`src/logic/scc_map.vh`:
```
// Register pointers, field positions, reset values and timing counts of the conversion config.
`ifndef SCC_MAP_VH
`define SCC_MAP_VH
`define SCC_PTR_CTRL_RD      8'h03
`define SCC_PTR_CTRL_WR      8'h09
`define SCC_PTR_RATE_RD      8'h04
`define SCC_PTR_RATE_WR      8'h0A
`define SCC_PTR_CHEN_1R      8'h1A
`define SCC_PTR_CHEN_2R      8'h3F
`define SCC_PTR_ONESHOT      8'h0F
`define SCC_CTRL_RST         8'h00
`define SCC_CTRL_WMASK       8'hE4
`define SCC_RATE_RST         8'h07
`define SCC_CHEN_RST_1R      8'h1C
`define SCC_CHEN_RST_2R      8'h3C
`define SCC_CHEN_WMASK_1R    8'h1C
`define SCC_CHEN_WMASK_2R    8'h3C
`define SCC_BIT_SUPPRESS     7
`define SCC_BIT_HALT         6
`define SCC_BIT_PINFUNC      5
`define SCC_BIT_RANGE        2
`define SCC_BIT_RCANCEL      2
`define SCC_BIT_LOCAL        3
`define SCC_BIT_REMOTE1      4
`define SCC_BIT_REMOTE2      5
`define SCC_CLK_HZ           50000000
`define SCC_CONV_MS          93
`define SCC_CONV_CYC         ((`SCC_CONV_MS * (`SCC_CLK_HZ / 1000)))
`define SCC_FRAME_S16        16
`define SCC_FRAME_CYC        (`SCC_FRAME_S16 * `SCC_CLK_HZ)
`endif

```
`src/logic/scc_config.v`:
```
// Configuration registers and channel sequencer of the temperature monitor.
`timescale 1ns/100ps
`include "scc_map.vh"
module scc_config #(
    parameter        TWO_REMOTE = 1,
    parameter [35:0] FRAME_CYC  = `SCC_FRAME_CYC,
    parameter [31:0] CONV_CYC   = `SCC_CONV_CYC
) (
    input  wire       CORE_CLK,
    input  wire       NRST,
    input  wire       WR_STB,
    input  wire       RD_STB,
    input  wire [7:0] PTR,
    input  wire [7:0] WDATA,
    input  wire       ALERT_EVENT,
    input  wire       LOCAL_HIGH_FLAG,
    input  wire       REMOTE_HIGH_FLAG,
    output reg  [7:0] RDATA,
    output reg        RD_HIT,
    output reg        CONV_BUSY,
    output reg  [1:0] CONV_CHANNEL,
    output reg        CONV_DONE,
    output reg        RANGE_EXTENDED,
    output reg        SERIES_RESISTANCE_CANCEL,
    output reg        ALERT_PENDING,
    output reg        LIMIT_PIN_N
);
    localparam [7:0] CHEN_PTR   = TWO_REMOTE ? `SCC_PTR_CHEN_2R : `SCC_PTR_CHEN_1R;
    localparam [7:0] CHEN_RST   = TWO_REMOTE ? `SCC_CHEN_RST_2R : `SCC_CHEN_RST_1R;
    localparam [7:0] CHEN_WMASK = TWO_REMOTE ? `SCC_CHEN_WMASK_2R : `SCC_CHEN_WMASK_1R;

    localparam [2:0] ST_IDLE   = 3'd0;
    localparam [2:0] ST_LOCAL  = 3'd1;
    localparam [2:0] ST_REM1   = 3'd2;
    localparam [2:0] ST_REM2   = 3'd3;
    localparam [2:0] ST_WAIT   = 3'd4;
    localparam [2:0] ST_HALTED = 3'd5;

    reg        rst_meta;
    reg        rst_n;
    reg  [7:0] measurement_control;
    reg  [7:0] sample_rate_select;
    reg  [7:0] channel_enable_control;
    reg  [2:0] state;
    reg  [2:0] next_state;
    reg        one_shot;
    reg        conv_start;
    reg        frame_restart;
    reg  [7:0] next_rdata;
    reg        next_hit;
    wire       standby_halt;
    wire       pin_function_select;
    wire       local_channel_on;
    wire       remote1_channel_on;
    wire       remote2_channel_on;
    wire       series_resistance_cancel;
    wire       conv_done;
    wire       frame_expired;
    wire       wr_oneshot;

    // Reset is released through two stages so every register leaves reset on the same edge.
    always @(posedge CORE_CLK or negedge NRST) begin
        if (!NRST) begin
            rst_meta <= 1'b0;
            rst_n    <= 1'b0;
        end else begin
            rst_meta <= 1'b1;
            rst_n    <= rst_meta;
        end
    end

    assign standby_halt             = measurement_control[`SCC_BIT_HALT];
    assign pin_function_select      = measurement_control[`SCC_BIT_PINFUNC];
    assign series_resistance_cancel = channel_enable_control[`SCC_BIT_RCANCEL];
    assign local_channel_on         = channel_enable_control[`SCC_BIT_LOCAL];
    assign remote1_channel_on       = channel_enable_control[`SCC_BIT_REMOTE1];
    assign remote2_channel_on       = channel_enable_control[`SCC_BIT_REMOTE2];
    assign wr_oneshot               = WR_STB && (PTR == `SCC_PTR_ONESHOT);

    // Reserved bits of the control and channel enable registers are masked on write; the rate register takes all eight bits.
    always @(posedge CORE_CLK or negedge rst_n) begin
        if (!rst_n) begin
            measurement_control    <= `SCC_CTRL_RST;
            sample_rate_select     <= `SCC_RATE_RST;
            channel_enable_control <= CHEN_RST;
        end else if (WR_STB) begin
            if (PTR == `SCC_PTR_CTRL_WR) begin
                measurement_control <= WDATA & `SCC_CTRL_WMASK;
            end
            if (PTR == `SCC_PTR_RATE_WR) begin
                sample_rate_select <= WDATA;
            end
            if (PTR == CHEN_PTR) begin
                channel_enable_control <= WDATA & CHEN_WMASK;
            end
        end
    end

    always @* begin
        next_hit   = 1'b1;
        next_rdata = 8'h00;
        case (PTR)
            `SCC_PTR_CTRL_RD: next_rdata = measurement_control;
            `SCC_PTR_RATE_RD: next_rdata = sample_rate_select;
            CHEN_PTR:         next_rdata = channel_enable_control;
            default:          next_hit   = 1'b0;
        endcase
    end

    always @(posedge CORE_CLK or negedge rst_n) begin
        if (!rst_n) begin
            RDATA  <= 8'h00;
            RD_HIT <= 1'b0;
        end else begin
            RD_HIT <= RD_STB && next_hit;
            if (RD_STB) begin
                RDATA <= next_rdata;
            end
        end
    end

    // Next enabled step after the given one; a disabled channel is passed over.
    function [2:0] scc_next_step;
        input [2:0] from;
        input       l_on;
        input       r1_on;
        input       r2_on;
        begin
            scc_next_step = ST_WAIT;
            if (from == ST_IDLE && l_on) begin
                scc_next_step = ST_LOCAL;
            end else if ((from == ST_IDLE || from == ST_LOCAL) && r1_on) begin
                scc_next_step = ST_REM1;
            end else if (from != ST_REM2 && r2_on) begin
                scc_next_step = ST_REM2;
            end
        end
    endfunction

    always @* begin
        next_state    = state;
        conv_start    = 1'b0;
        frame_restart = 1'b0;
        case (state)
            ST_HALTED: begin
                if (!standby_halt || one_shot) begin
                    next_state    = scc_next_step(ST_IDLE, local_channel_on,
                                                  remote1_channel_on, remote2_channel_on);
                    frame_restart = 1'b1;
                    conv_start    = (next_state != ST_WAIT);
                end
            end
            ST_LOCAL, ST_REM1, ST_REM2: begin
                if (conv_done) begin
                    next_state = scc_next_step(state, local_channel_on,
                                               remote1_channel_on, remote2_channel_on);
                    // A period already spent restarts at once instead of idling a cycle.
                    if (next_state == ST_WAIT && frame_expired && !standby_halt) begin
                        next_state    = scc_next_step(ST_IDLE, local_channel_on,
                                                      remote1_channel_on, remote2_channel_on);
                        frame_restart = 1'b1;
                    end
                    conv_start = (next_state != ST_WAIT);
                end
            end
            ST_WAIT: begin
                if (standby_halt) begin
                    next_state = ST_HALTED;
                end else if (frame_expired) begin
                    next_state    = scc_next_step(ST_IDLE, local_channel_on,
                                                  remote1_channel_on, remote2_channel_on);
                    frame_restart = 1'b1;
                    conv_start    = (next_state != ST_WAIT);
                end
            end
            default: begin
                next_state = ST_HALTED;
            end
        endcase
        if (standby_halt && state != ST_HALTED && state != ST_WAIT && !one_shot) begin
            next_state = ST_HALTED;
            conv_start = 1'b0;
        end
    end

    // A one-shot request is held until its sequence ends, so the halt override spares it.
    always @(posedge CORE_CLK or negedge rst_n) begin
        if (!rst_n) begin
            state    <= ST_HALTED;
            one_shot <= 1'b0;
        end else begin
            state <= next_state;
            if (wr_oneshot && standby_halt) begin
                one_shot <= 1'b1;
            end else if (next_state == ST_WAIT) begin
                one_shot <= 1'b0;
            end
        end
    end

    scc_rate_timer #(
        .FRAME_CYC (FRAME_CYC)
    ) u_rate (
        .clk       (CORE_CLK),
        .rst_n     (rst_n),
        .rate_code (sample_rate_select),
        .restart   (frame_restart),
        .expired   (frame_expired)
    );

    scc_conv_timer #(
        .CONV_CYC (CONV_CYC)
    ) u_conv (
        .clk     (CORE_CLK),
        .rst_n   (rst_n),
        .start   (conv_start),
        .remote  (next_state == ST_REM1 || next_state == ST_REM2),
        .rcancel (series_resistance_cancel),
        .abort   (next_state == ST_HALTED),
        .done    (conv_done)
    );

    // The pin is driven from a flop so a glitch on the flag inputs never reaches it.
    always @(posedge CORE_CLK or negedge rst_n) begin
        if (!rst_n) begin
            CONV_BUSY                <= 1'b0;
            CONV_CHANNEL             <= 2'h0;
            CONV_DONE                <= 1'b0;
            RANGE_EXTENDED           <= 1'b0;
            SERIES_RESISTANCE_CANCEL <= 1'b1;
            ALERT_PENDING            <= 1'b0;
            LIMIT_PIN_N              <= 1'b1;
        end else begin
            CONV_BUSY                <= (next_state == ST_LOCAL) || (next_state == ST_REM1)
                                        || (next_state == ST_REM2);
            CONV_CHANNEL             <= next_state[2] ? 2'h0 : next_state[1:0];
            CONV_DONE                <= conv_done;
            RANGE_EXTENDED           <= measurement_control[`SCC_BIT_RANGE];
            SERIES_RESISTANCE_CANCEL <= series_resistance_cancel;
            ALERT_PENDING            <= ALERT_EVENT;
            if (pin_function_select) begin
                LIMIT_PIN_N <= !(LOCAL_HIGH_FLAG || REMOTE_HIGH_FLAG);
            end else begin
                LIMIT_PIN_N <= !(ALERT_EVENT
                                 && !measurement_control[`SCC_BIT_SUPPRESS]);
            end
        end
    end
endmodule // scc_config

```
`src/logic/scc_conv_timer.v`:
```
// Conversion duration timer; remote conversions halve when resistance cancel is off.
`timescale 1ns/100ps
module scc_conv_timer #(
    parameter [31:0] CONV_CYC = 32'd4650000
) (
    input  wire clk,
    input  wire rst_n,
    input  wire start,
    input  wire remote,
    input  wire rcancel,
    input  wire abort,
    output reg  done
);
    reg  [31:0] count;
    reg         running;
    wire [31:0] target;

    assign target = (remote && !rcancel) ? (CONV_CYC >> 1) : CONV_CYC;

    always @(posedge clk or negedge rst_n) begin
        if (!rst_n) begin
            count   <= 32'h0;
            running <= 1'b0;
            done    <= 1'b0;
        end else begin
            done <= 1'b0;
            if (abort) begin
                running <= 1'b0;
                count   <= 32'h0;
            end else if (start) begin
                running <= 1'b1;
                count   <= 32'h1;
            end else if (running) begin
                // Done is flagged on the last count so the next step starts without a gap.
                if (count + 32'h1 >= target) begin
                    running <= 1'b0;
                    done    <= 1'b1;
                end else begin
                    count <= count + 32'h1;
                end
            end
        end
    end
endmodule // scc_conv_timer

```
`src/logic/scc_rate_timer.v`:
```
// Cycle period timer that paces measurement cycles from the rate code.
`timescale 1ns/100ps
module scc_rate_timer #(
    parameter [35:0] FRAME_CYC = 36'd800000000
) (
    input  wire       clk,
    input  wire       rst_n,
    input  wire [7:0] rate_code,
    input  wire       restart,
    output reg        expired
);
    reg  [35:0] count;
    reg  [35:0] period;

    // Codes above 06h give no idle beyond the sequence itself.
    // Expiry is raised a cycle early because the sequencer restarts one edge later.
    always @* begin
        if (rate_code > 8'h06) begin
            period = 36'h0;
        end else begin
            period = FRAME_CYC >> rate_code[2:0];
        end
    end

    always @(posedge clk or negedge rst_n) begin
        if (!rst_n) begin
            count   <= 36'h0;
            expired <= 1'b0;
        end else if (restart) begin
            count   <= 36'h0;
            expired <= 1'b0;
        end else if (count + 36'h2 >= period) begin
            expired <= 1'b1;
        end else begin
            count <= count + 36'h1;
        end
    end
endmodule // scc_rate_timer

```
`config.mk`:
```
export PLATFORM = sky130hd
export DESIGN_NAME = scc_config
export DESIGN_NICKNAME = d
export VERILOG_FILES = /design/src/logic/scc_config.v /design/src/logic/scc_conv_timer.v /design/src/logic/scc_rate_timer.v
export VERILOG_INCLUDE_DIRS = /design/src /design/src/logic
export SDC_FILE = /design/constraint.sdc
export NUM_CORES = 1
export LEC_CHECK = 0
export ABC_AREA = 1
export BUFFER_PORTS_ARGS = -buffer_cell sky130_fd_sc_hd__buf_2
export CORE_MARGIN = 4
export CORE_UTILIZATION = 59
export CTS_BUF_LIST = sky130_fd_sc_hd__clkbuf_4
export DETAILED_ROUTE_END_ITERATION = 10
export PLACE_DENSITY_LB_ADDON = 0.08
export SLEW_MARGIN = 10
export SYNTH_ARGS = -nofsm -noshare
export SYNTH_HDL_FRONTEND = slang
export SYNTH_SLANG_ARGS = --single-unit
```
`constraint.sdc`:
```
create_clock -name CORE_CLK -period 5 [get_ports CORE_CLK]
set_clock_uncertainty 0.15 [all_clocks]
set_input_delay 0.5 -clock CORE_CLK [delete_from_list [all_inputs] [get_ports CORE_CLK]]
set_output_delay 0.5 -clock CORE_CLK [all_outputs]
set_load 0.02 [all_outputs]
```
Word-level counts from Yosys, hierarchy flattened:

Cells that the tools add are included.

* eq/ne operators: 25
* mux-type cells: 58
* shift operators: 1
* $add $sub $neg: 3
* reductions and logical operators: 35
* order comparisons: 3

Operators with widths (count)
* 2-to-1 mux 32 bit: 4
* 2-to-1 mux 36 bit: 3
* 2-to-1 mux 3 bit: 21
* adder 36 x 1 -> 36 bit, second input constant: 1
* adder 36 x 2 -> 36 bit, second input constant: 1
* greater-or-equal comparator 36 bit: 1
* >> shifter 30 x 3 -> 36 bit, first input constant: 1
* adder 32 x 1 -> 32 bit, second input constant: 1
* greater-or-equal comparator 32 bit: 1
* equality test 8 x 4 -> 1 bit, second input constant: 3
* 2-to-1 mux 1 bit: 24
* one-hot mux 8 bit (3 select lines): 1
* 2-to-1 mux 23 bit: 1
* equality test 3 bit, second input constant: 5
* inequality test 3 bit, second input constant: 5
* logical AND 1 bit: 13
* equality test 3 x 2 -> 1 bit, second input constant: 4
* one-hot mux 3 bit (3 select lines): 1
* equality test 8 x 2 -> 1 bit, second input constant: 1
* equality test 8 x 3 -> 1 bit, second input constant: 1
* equality test 8 x 6 -> 1 bit, second input constant: 1
* greater-than comparator 8 x 3 -> 1 bit, second input constant: 1
* AND reduction 2 bit: 4
* equality test 3 x 1 -> 1 bit, second input constant: 2
* other kinds (10): 24

* logic and storage cells: 146
* output and inout port bits: 17
* flip-flop bits (word level): 110
* bits of input ports: 23

Longest topological paths before layout:

Gate-level depths: netlist (run 1).

* depth in word-level cells: 25
* depth in mapped cells: 32
* mapped depth without buffers: 31

Hierarchy:

From an unflattened synthesis (run 1), not the netlist that was laid out.

* cells, all modules: 1297
* area total of the unflattened synthesis: 9132.5 µm²

By module, submodules not included
* scc_rate_timer: cells each 641, instances 1, seq. area each 925.9 µm², area each 4336.7 µm²
* scc_conv_timer: cells each 431, instances 1, seq. area each 850.8 µm², area each 2956.6 µm²
* scc_config: cells each 225, instances 1, seq. area each 989.7 µm², area each 1839.3 µm²

Worst setup path after synthesis (run 1):

No wires, ideal clock.

* kind: flip-flop to flip-flop
* start: register sample_rate_select[5]
* end: register u_rate.count[17]
* clock period less this slack: 3417 ps
* arrival: 3150 ps
* path buffers: 4
* stages on the path, launching flop included: 22
* path slack: 1583 ps
* setup time: 117 ps
* data required time: 4733 ps
* cell sequence: dfrtp_1 nor3_1 and2_1 clkbuf_1 inv_1 a21oi_1 clkbuf_1 o31ai_1 ha_1 nand2_1 nor4_1 o21ai_0 o2111ai_1 nand2_1 nand2_1 nand3_1 nand2_4 nand2_2 buf_6 buf_4 nand2_1 nand2_1

* cells in the longest elaborated chain, start to end: 4

RTL lines
* start, declared: line scc_config.v:42 `reg [7:0] sample_rate_select;`
* start signal, assigned: line scc_config.v:84 `` sample_rate_select <= `SCC_RATE_RST; ``
* greater-than comparator 8 x 3 -> 1 bit: line scc_rate_timer.v:18 `if (rate_code > 8'h06) begin`
* 2-to-1 mux 36 bit: line scc_rate_timer.v:18
* greater-or-equal comparator 36 bit: line scc_rate_timer.v:32 `end else if (count + 36'h2 >= period) begin`
* inequality test 2 bit (no line)
* end signal, assigned: line scc_rate_timer.v:35 `count <= count + 36'h1;`
* end, declared: line scc_rate_timer.v:12 `reg [35:0] count;`

No other way between the ends.
A chain may end at the register's enable or synchronous reset.

Final worst setup path (run 1):

* start: register u_rate.count[17]
* end: register u_rate.count[16]

* cells in the longest elaborated chain, start to end: 3

RTL lines (line)
* adder 36 x 2 -> 36 bit: scc_rate_timer.v:32
* greater-or-equal comparator 36 bit: scc_rate_timer.v:32
* inequality test 2 bit (no line)

No other way between the ends.

==> metrics, run 1 <==
largest family of logic cells by synthesized area simple AND/OR/NAND/NOR gates; DR DRC count 0; Hold Path Class in2reg; Ys Warns 0; leakage power 4.21 nW; Syn Std Cell Area 8050 µm²; CTS tree yes; final cell count without fillers 1323; initial core utilization 0.606; total negative setup slack 0 ns; CTS sink count 110; final setup vio count 0; largest net degree at the start of global routing 68; largest cells by area after synthesis dfrtp_1 31%, nand2_1 14%, xor2_1 6.5%, ha_1 6.1%, inv_1 5.9%; Critical Path RT 5.23 ns; Setup crit end kind flop; power density over cell area 263 nW/µm²; Port Buffers 39; fin crit period 4.23 ns; ANT nets after route 0; initial antenna violation count 0; drt first pass iters 5; CP Launch Type flop; clk buf depth 2; status finished, final reports clean; fmax 237 MHz; Yosys reg bits 110; I/O pins 40; die width 125 µm; Die Area 15600 µm²; Hold Vio Cnt, Final 0; post-synthesis compound-gate area fraction 0.0766; Max Slew Vio Count 0; Via density 5.55; first-pass GRT wire length 35100 µm; CTS root buf clkbuf_4; crit-path cells nand2_1 -> inv_1 -> nand3_1 -> nor2_1 -> inv_1 -> nor2_2 -> nand2_1 -> xor2_1 -> ha_1 -> nand2_1 -> inv_1 -> nand3_1 -> nor3_1 -> a41oi_1 -> nand2_1 -> nand3_1 -> nand2_4 -> nand2_2 -> buf_12 -> nand3_1 -> o21ai_0; htree depth 3; EDFF count, synth 0; XOR/XNOR share of the synthesized area 0.0827; Worst VDD drop 0.222 mV; placed insts 1305; Worst-Margin Slew 1.02 ns; via count 7346; Bufs and invs on worst path 4; fraction of layout cells with a size suffix above 1 0.113; Rows 42; Slowest-stage cell, CP dfrtp_1; Largest stage delay, worst path 0.52 ns; Syn Area/Cell 7.24 µm²; core area 13300 µm²; DP HPWL 16200 µm; P&R area growth vs syn 5.95%; total inserted antenna cells 0; RSZ-0062 raised after global routing false; commonest non-fill, non-tap cells in the layout 293 x nand2_1, 127 x inv_1, 124 x nor2_1; CTS buffer count 9; Max FO, Critical Path 25; final core utilization 0.642; Worst-Skew Late Latency 0.49 ns; Avg WL per Cell 15.7 µm; worst path arrival time 4.46 ns; grt total ovfl 0; post-synth top area share 0.308; Tot Pwr 0.00224 W; Synth Area in Simple Gates 0.348; Post-Syn Instances 1112; clk slew on worst S/H paths 0.17 ns; Design Area, Final 8530 µm²; CP top delay family simple AND/OR/NAND/NOR gates; CP Class reg2reg; Cell Area, Placed 8360 µm²; register area share after synthesis 0.344; final wirelength 20700 µm; vias in the first global route 7067; initial DRC count 614; number of max-cap violations 0; Main synth FF type dfrtp_1; post-synth cell types 52; Die Y 125 µm; async set-reset flop share out of synthesis 1.00; Layout Nets 1204; final critical-path share of the clock period 0.845; post-synthesis mux area share 0.00559; commonest non-fill, non-tap cell in the layout nand2_1; Slew HR 0.314; cell taking the most area after synthesis dfrtp_1; GP Congestion 1.01; Total GRT Usage 0.275; post-synthesis adder-cell area fraction 0.0606
## cell families after synthesis
group                    count (synthesis)
AO/OA/AOI/OAI                          107
multiplexers                             4
buffers and inverters                  160
other                                    1
adder cells (fa/ha/maj)                 39
flip-flops                             110
AND/OR/NAND/NOR                        615
XOR/XNOR                                76
## registers in the layout, indices dropped and copies added, names as in the netlist
signal and count:
SERIES_RESISTANCE_CANCEL 1, CONV_DONE 1, RDATA 8, u_conv.running 1
sample_rate_select 8, u_rate.expired 1, u_conv.count 32, rst_n 1
measurement_control 4, RANGE_EXTENDED 1, CONV_BUSY 1, RD_HIT 1
CONV_CHANNEL 2, u_rate.count 36, channel_enable_control 4, rst_meta 1
LIMIT_PIN_N 1, ALERT_PENDING 1, one_shot 1, u_conv.done 1
state 3
## cell type report
type	count	area (µm²)
well taps	176	220
clock inverters	5	63.8
repair buffers	47	273
inverters	131	492
clock buffers	11	82.6
fillers	1250	4760
flip-flops and latches	110	2770
multi-input cells	843	4630
## Yosys cell counts, drive strengths merged (3+ instances only)
cell type / number
o31ai: 4
a21oi: 28
mux2: 4
nand4: 52
buf: 12
dfrtp: 99
o21ai: 56
inv: 131
ha: 39
clkbuf: 17
xor2: 60
dfstp: 11
nand2: 307
xnor2: 16
nand3: 69
nor2: 141
nor3: 28
a221oi: 3
nor4: 11
## where the power goes
group / internal, W / switching, W
registers: 0.000957 / 0.0000767
clock network: 0.000170 / 0.000308
logic: 0.000189 / 0.000541
## per-layer routing
metal  vias to the layer above  GRT usage  routed length, µm  part of all wire
li1                       3692          -                  -                 -
met1                      3380      0.397               9650              0.47
met2                       242      0.418               9130              0.44
met3                        32     0.0626               1540             0.074
met4                         0     0.0765                415             0.020
met5                         -          0                  0                 0
## worst reg2reg max path: stages, from the launching register on
cell and delay, ns:
dfrtp_1 0.52, nand2_1 0.16, inv_1 0.08, nand3_1 0.19, nor2_1 0.22, inv_1 0.11
nor2_2 0.21, nand2_1 0.09, xor2_1 0.19, ha_1 0.30, nand2_1 0.05, inv_1 0.06
nand3_1 0.08, nor3_1 0.21, a41oi_1 0.14, nand2_1 0.09, nand3_1 0.21, nand2_4 0.26
nand2_2 0.32, buf_12 0.31, nand3_1 0.07, o21ai_0 0.10
## path summary, 6_finish.rpt
path | endpoint | start | slack, ns | cells after the start
setup / recovery | u_rate.count[16]$_DFFE_PN0P_ | u_rate.count[17]$_DFFE_PN0P_ | 0.77 | 21
hold / removal | channel_enable_control[5]$_DFFE_PN1P_ | WDATA[5] | 0.09 | 3
setup reg to reg | u_rate.count[16]$_DFFE_PN0P_ | u_rate.count[17]$_DFFE_PN0P_ | 0.77 | 21
hold reg to reg | rst_n$_DFF_PN0_ | rst_meta$_DFF_PN0_ | 0.23 | 0
max in group asynchronous | SERIES_RESISTANCE_CANCEL$_DFF_PN1_ | rst_n$_DFF_PN0_ | 3.35 | 1
min in group asynchronous | rst_n$_DFF_PN0_ | NRST | 0.14 | 2
## timing repair
item | in CTS | in global routing
hold buffers | 2 | 0
setup buffers | 0 | 0
resized for setup | 0 | 0
hold endpoints to repair | 4 | 0
## metrics by stage
stage	hold WS, ns	worst slack [ns]
2_1_floorplan	0.0544	1.58
3_3_place_gp	0.135	0.928
3_5_place_dp	0.136	0.869
4_1_cts	0.0451	0.842
5_1_grt	0.0503	0.353
6_report	0.0876	0.774
Note: power is estimated with default switching activity, not from simulation.
==> run 2: changes to the inputs <==
==> constraint.sdc (replaced) <==
create_clock -name CORE_CLK -period 4.4 [get_ports CORE_CLK]
set_clock_uncertainty 0.15 [all_clocks]
set_input_delay 0.44 -clock CORE_CLK [delete_from_list [all_inputs] [get_ports CORE_CLK]]
set_output_delay 0.44 -clock CORE_CLK [all_outputs]
set_load 0.02 [all_outputs]
==> run 2 against run 1 <==
Net effect: critical path depth stayed put; first-iteration DRC count is 3.6% lower; maximum frequency rose by 4.4%; hold slack worse by 0.044 ns; sequential share of layout area is 0.44 points lower; combinational power is 19% higher; via count rose by 0.79%; core utilization is 0.88 points higher; sequential power grew 13%; register-to-register slack lost 0.42 ns; flip-flop and latch count did not move; worst setup slack worse by 0.42 ns; critical endpoint is now u_rate.count[15]$_DFFE_PN0P_; highest routed layer unchanged.
==> metrics, run 2 (synthesized netlist as in run 1, its figures left out) <==
leakage power 4.27 nW; status finished, final reports clean; met3 WL 1650 µm; number of max-cap violations 0; Via density 5.54; Slowest-stage cell, CP dfrtp_1; routed wl met2 8840 µm; die width 125 µm; Layout Nets 1217; RSZ-0062 raised after global routing false; Bufs and invs on worst path 2; Worst VDD drop 0.218 mV; htree depth 3; Port Buffers 39; initial core utilization 0.606; vias in the first global route 6891; CP Launch Type flop; wire length on met1 9920 µm; Largest stage delay, worst path 0.50 ns; Die Area 15600 µm²; max layer used met4; Worst-Margin Slew 1.08 ns; CTS root buf clkbuf_4; Setup crit end kind flop; commonest non-fill, non-tap cells in the layout 293 x nand2_1, 127 x inv_1, 124 x nor2_1; crit-path cells nand2_1 -> nor2_2 -> nand2_2 -> nor2_4 -> inv_2 -> nor2_1 -> nand2_1 -> xor2_1 -> ha_1 -> nand2_1 -> nor4_2 -> o21ai_0 -> o2111ai_1 -> nand2_1 -> nand2_1 -> nand3_1 -> nand2_4 -> nand2_2 -> buf_12 -> nand3_1 -> o21ai_0; initial antenna violation count 0; grt total ovfl 0; first-pass GRT wire length 34800 µm; clk buf depth 2; Worst-Skew Late Latency 0.50 ns; final wirelength 20800 µm; Total GRT Usage 0.272; core area 13300 µm²; DR DRC count 0; largest reg by FF count u_rate.count; fraction of layout cells with a size suffix above 1 0.117; I/O pins 40; ANT nets after route 0; CP Class reg2reg; Avg WL per Cell 15.5 µm; CP most frequent cell nand2_1; CTS buffer count 9; commonest non-fill, non-tap cell in the layout nand2_1; power density over cell area 297 nW/µm²; Largest regs u_rate.count: 36 flops, u_conv.count: 32 flops; Hold Path Class in2reg; Tot Pwr 0.00257 W; CP top delay family simple AND/OR/NAND/NOR gates; Critical Path RT 4.64 ns; max FFs per register 36; Die Y 125 µm; CTS tree yes; CTS sink count 110; DP HPWL 15900 µm; Rows 42; Max Slew Vio Count 0; fmax 247 MHz; total negative setup slack 0 ns; Hold Vio Cnt, Final 0; P&R area growth vs syn 7.41%; fin crit period 4.05 ns; Max FO, Critical Path 47; GP Congestion 0.993; initial DRC count 592; largest net degree at the start of global routing 48; Slew HR 0.275; drt first pass iters 5; final critical-path share of the clock period 0.920; worst path arrival time 4.29 ns; clk slew on worst S/H paths 0.17 ns; final setup vio count 0; total inserted antenna cells 0; via count 7404
run 2: area by class of cell:
class,instances,area [µm²]
Tap cell,176,220
Inverter,131,492
Fill cell,1224,4650
Multi-Input combinational cell,843,4640
Clock inverter,5,60.1
Sequential cell,110,2770
Clock buffer,11,82.6
Timing Repair Buffer,60,388
run 2: where the power goes:
part,total [W],switching [W],internal [W]
sequential,0.00116,0.0000727,0.00109
clock,0.000544,0.000354,0.000190
combinational,0.000866,0.000634,0.000232
total,0.00257,0.00106,0.00151
run 2: worst paths after layout:
check                                                  from  slack, ns  cells past startpoint                                     to
worst min register to register              rst_n$_DFF_PN0_       0.17                      0            u_rate.count[1]$_DFFE_PN0P_
worst max-delay path            u_rate.count[8]$_DFFE_PN0P_       0.35                     21           u_rate.count[15]$_DFFE_PN0P_
worst max register to register  u_rate.count[8]$_DFFE_PN0P_       0.35                     21           u_rate.count[15]$_DFFE_PN0P_
worst min-delay path                               WDATA[7]       0.04                      3      sample_rate_select[7]$_DFFE_PN0P_
max in group asynchronous                   rst_n$_DFF_PN0_       3.02                      1  channel_enable_control[3]$_DFFE_PN1P_
min in group asynchronous                              NRST       0.08                      2                        rst_n$_DFF_PN0_
run 2: repair_timing:
| item | CTS | global route |
|---|---|---|
| setup buffers | 0 | 0 |
| hold buffers | 9 | 0 |
| endpoints found under the hold margin | 10 | 0 |
| gates resized for setup | 0 | 1 |
| setup endpoints to repair | 0 | 7 |
run 2: per-stage QoR:
stage	cell area (µm²)	hold slack, ns	cells	utilization	setup WS, ns
after floorplan	8060	-0.00559	1113	-	0.978
after global placement	8410	0.0742	1311	0.633	0.361
after detailed placement	8410	0.0775	1311	0.633	0.271
after CTS	8640	0.00584	1336	0.650	0.234
after global routing	8650	0.0150	1336	0.650	0.0703
final	8650	0.0438	1336	0.650	0.350
run 2: layer usage:
metal  vias to the layer above  track usage
met3                        25       0.0592
met2                       265        0.400
li1                       3703            -
met1                      3411        0.411
met4                         0       0.0625
met5                         -            0
run 2: worst reg2reg max path, stage by stage, from the launching register on:
cell,delay (ns)
dfrtp_1,0.50
nand2_1,0.14
nor2_2,0.16
nand2_2,0.13
nor2_4,0.17
inv_2,0.07
nor2_1,0.19
nand2_1,0.10
xor2_1,0.17
ha_1,0.28
nand2_1,0.07
nor4_2,0.37
o21ai_0,0.20
o2111ai_1,0.11
nand2_1,0.07
nand2_1,0.06
nand3_1,0.22
nand2_4,0.28
nand2_2,0.10
buf_12,0.23
nand3_1,0.09
o21ai_0,0.09
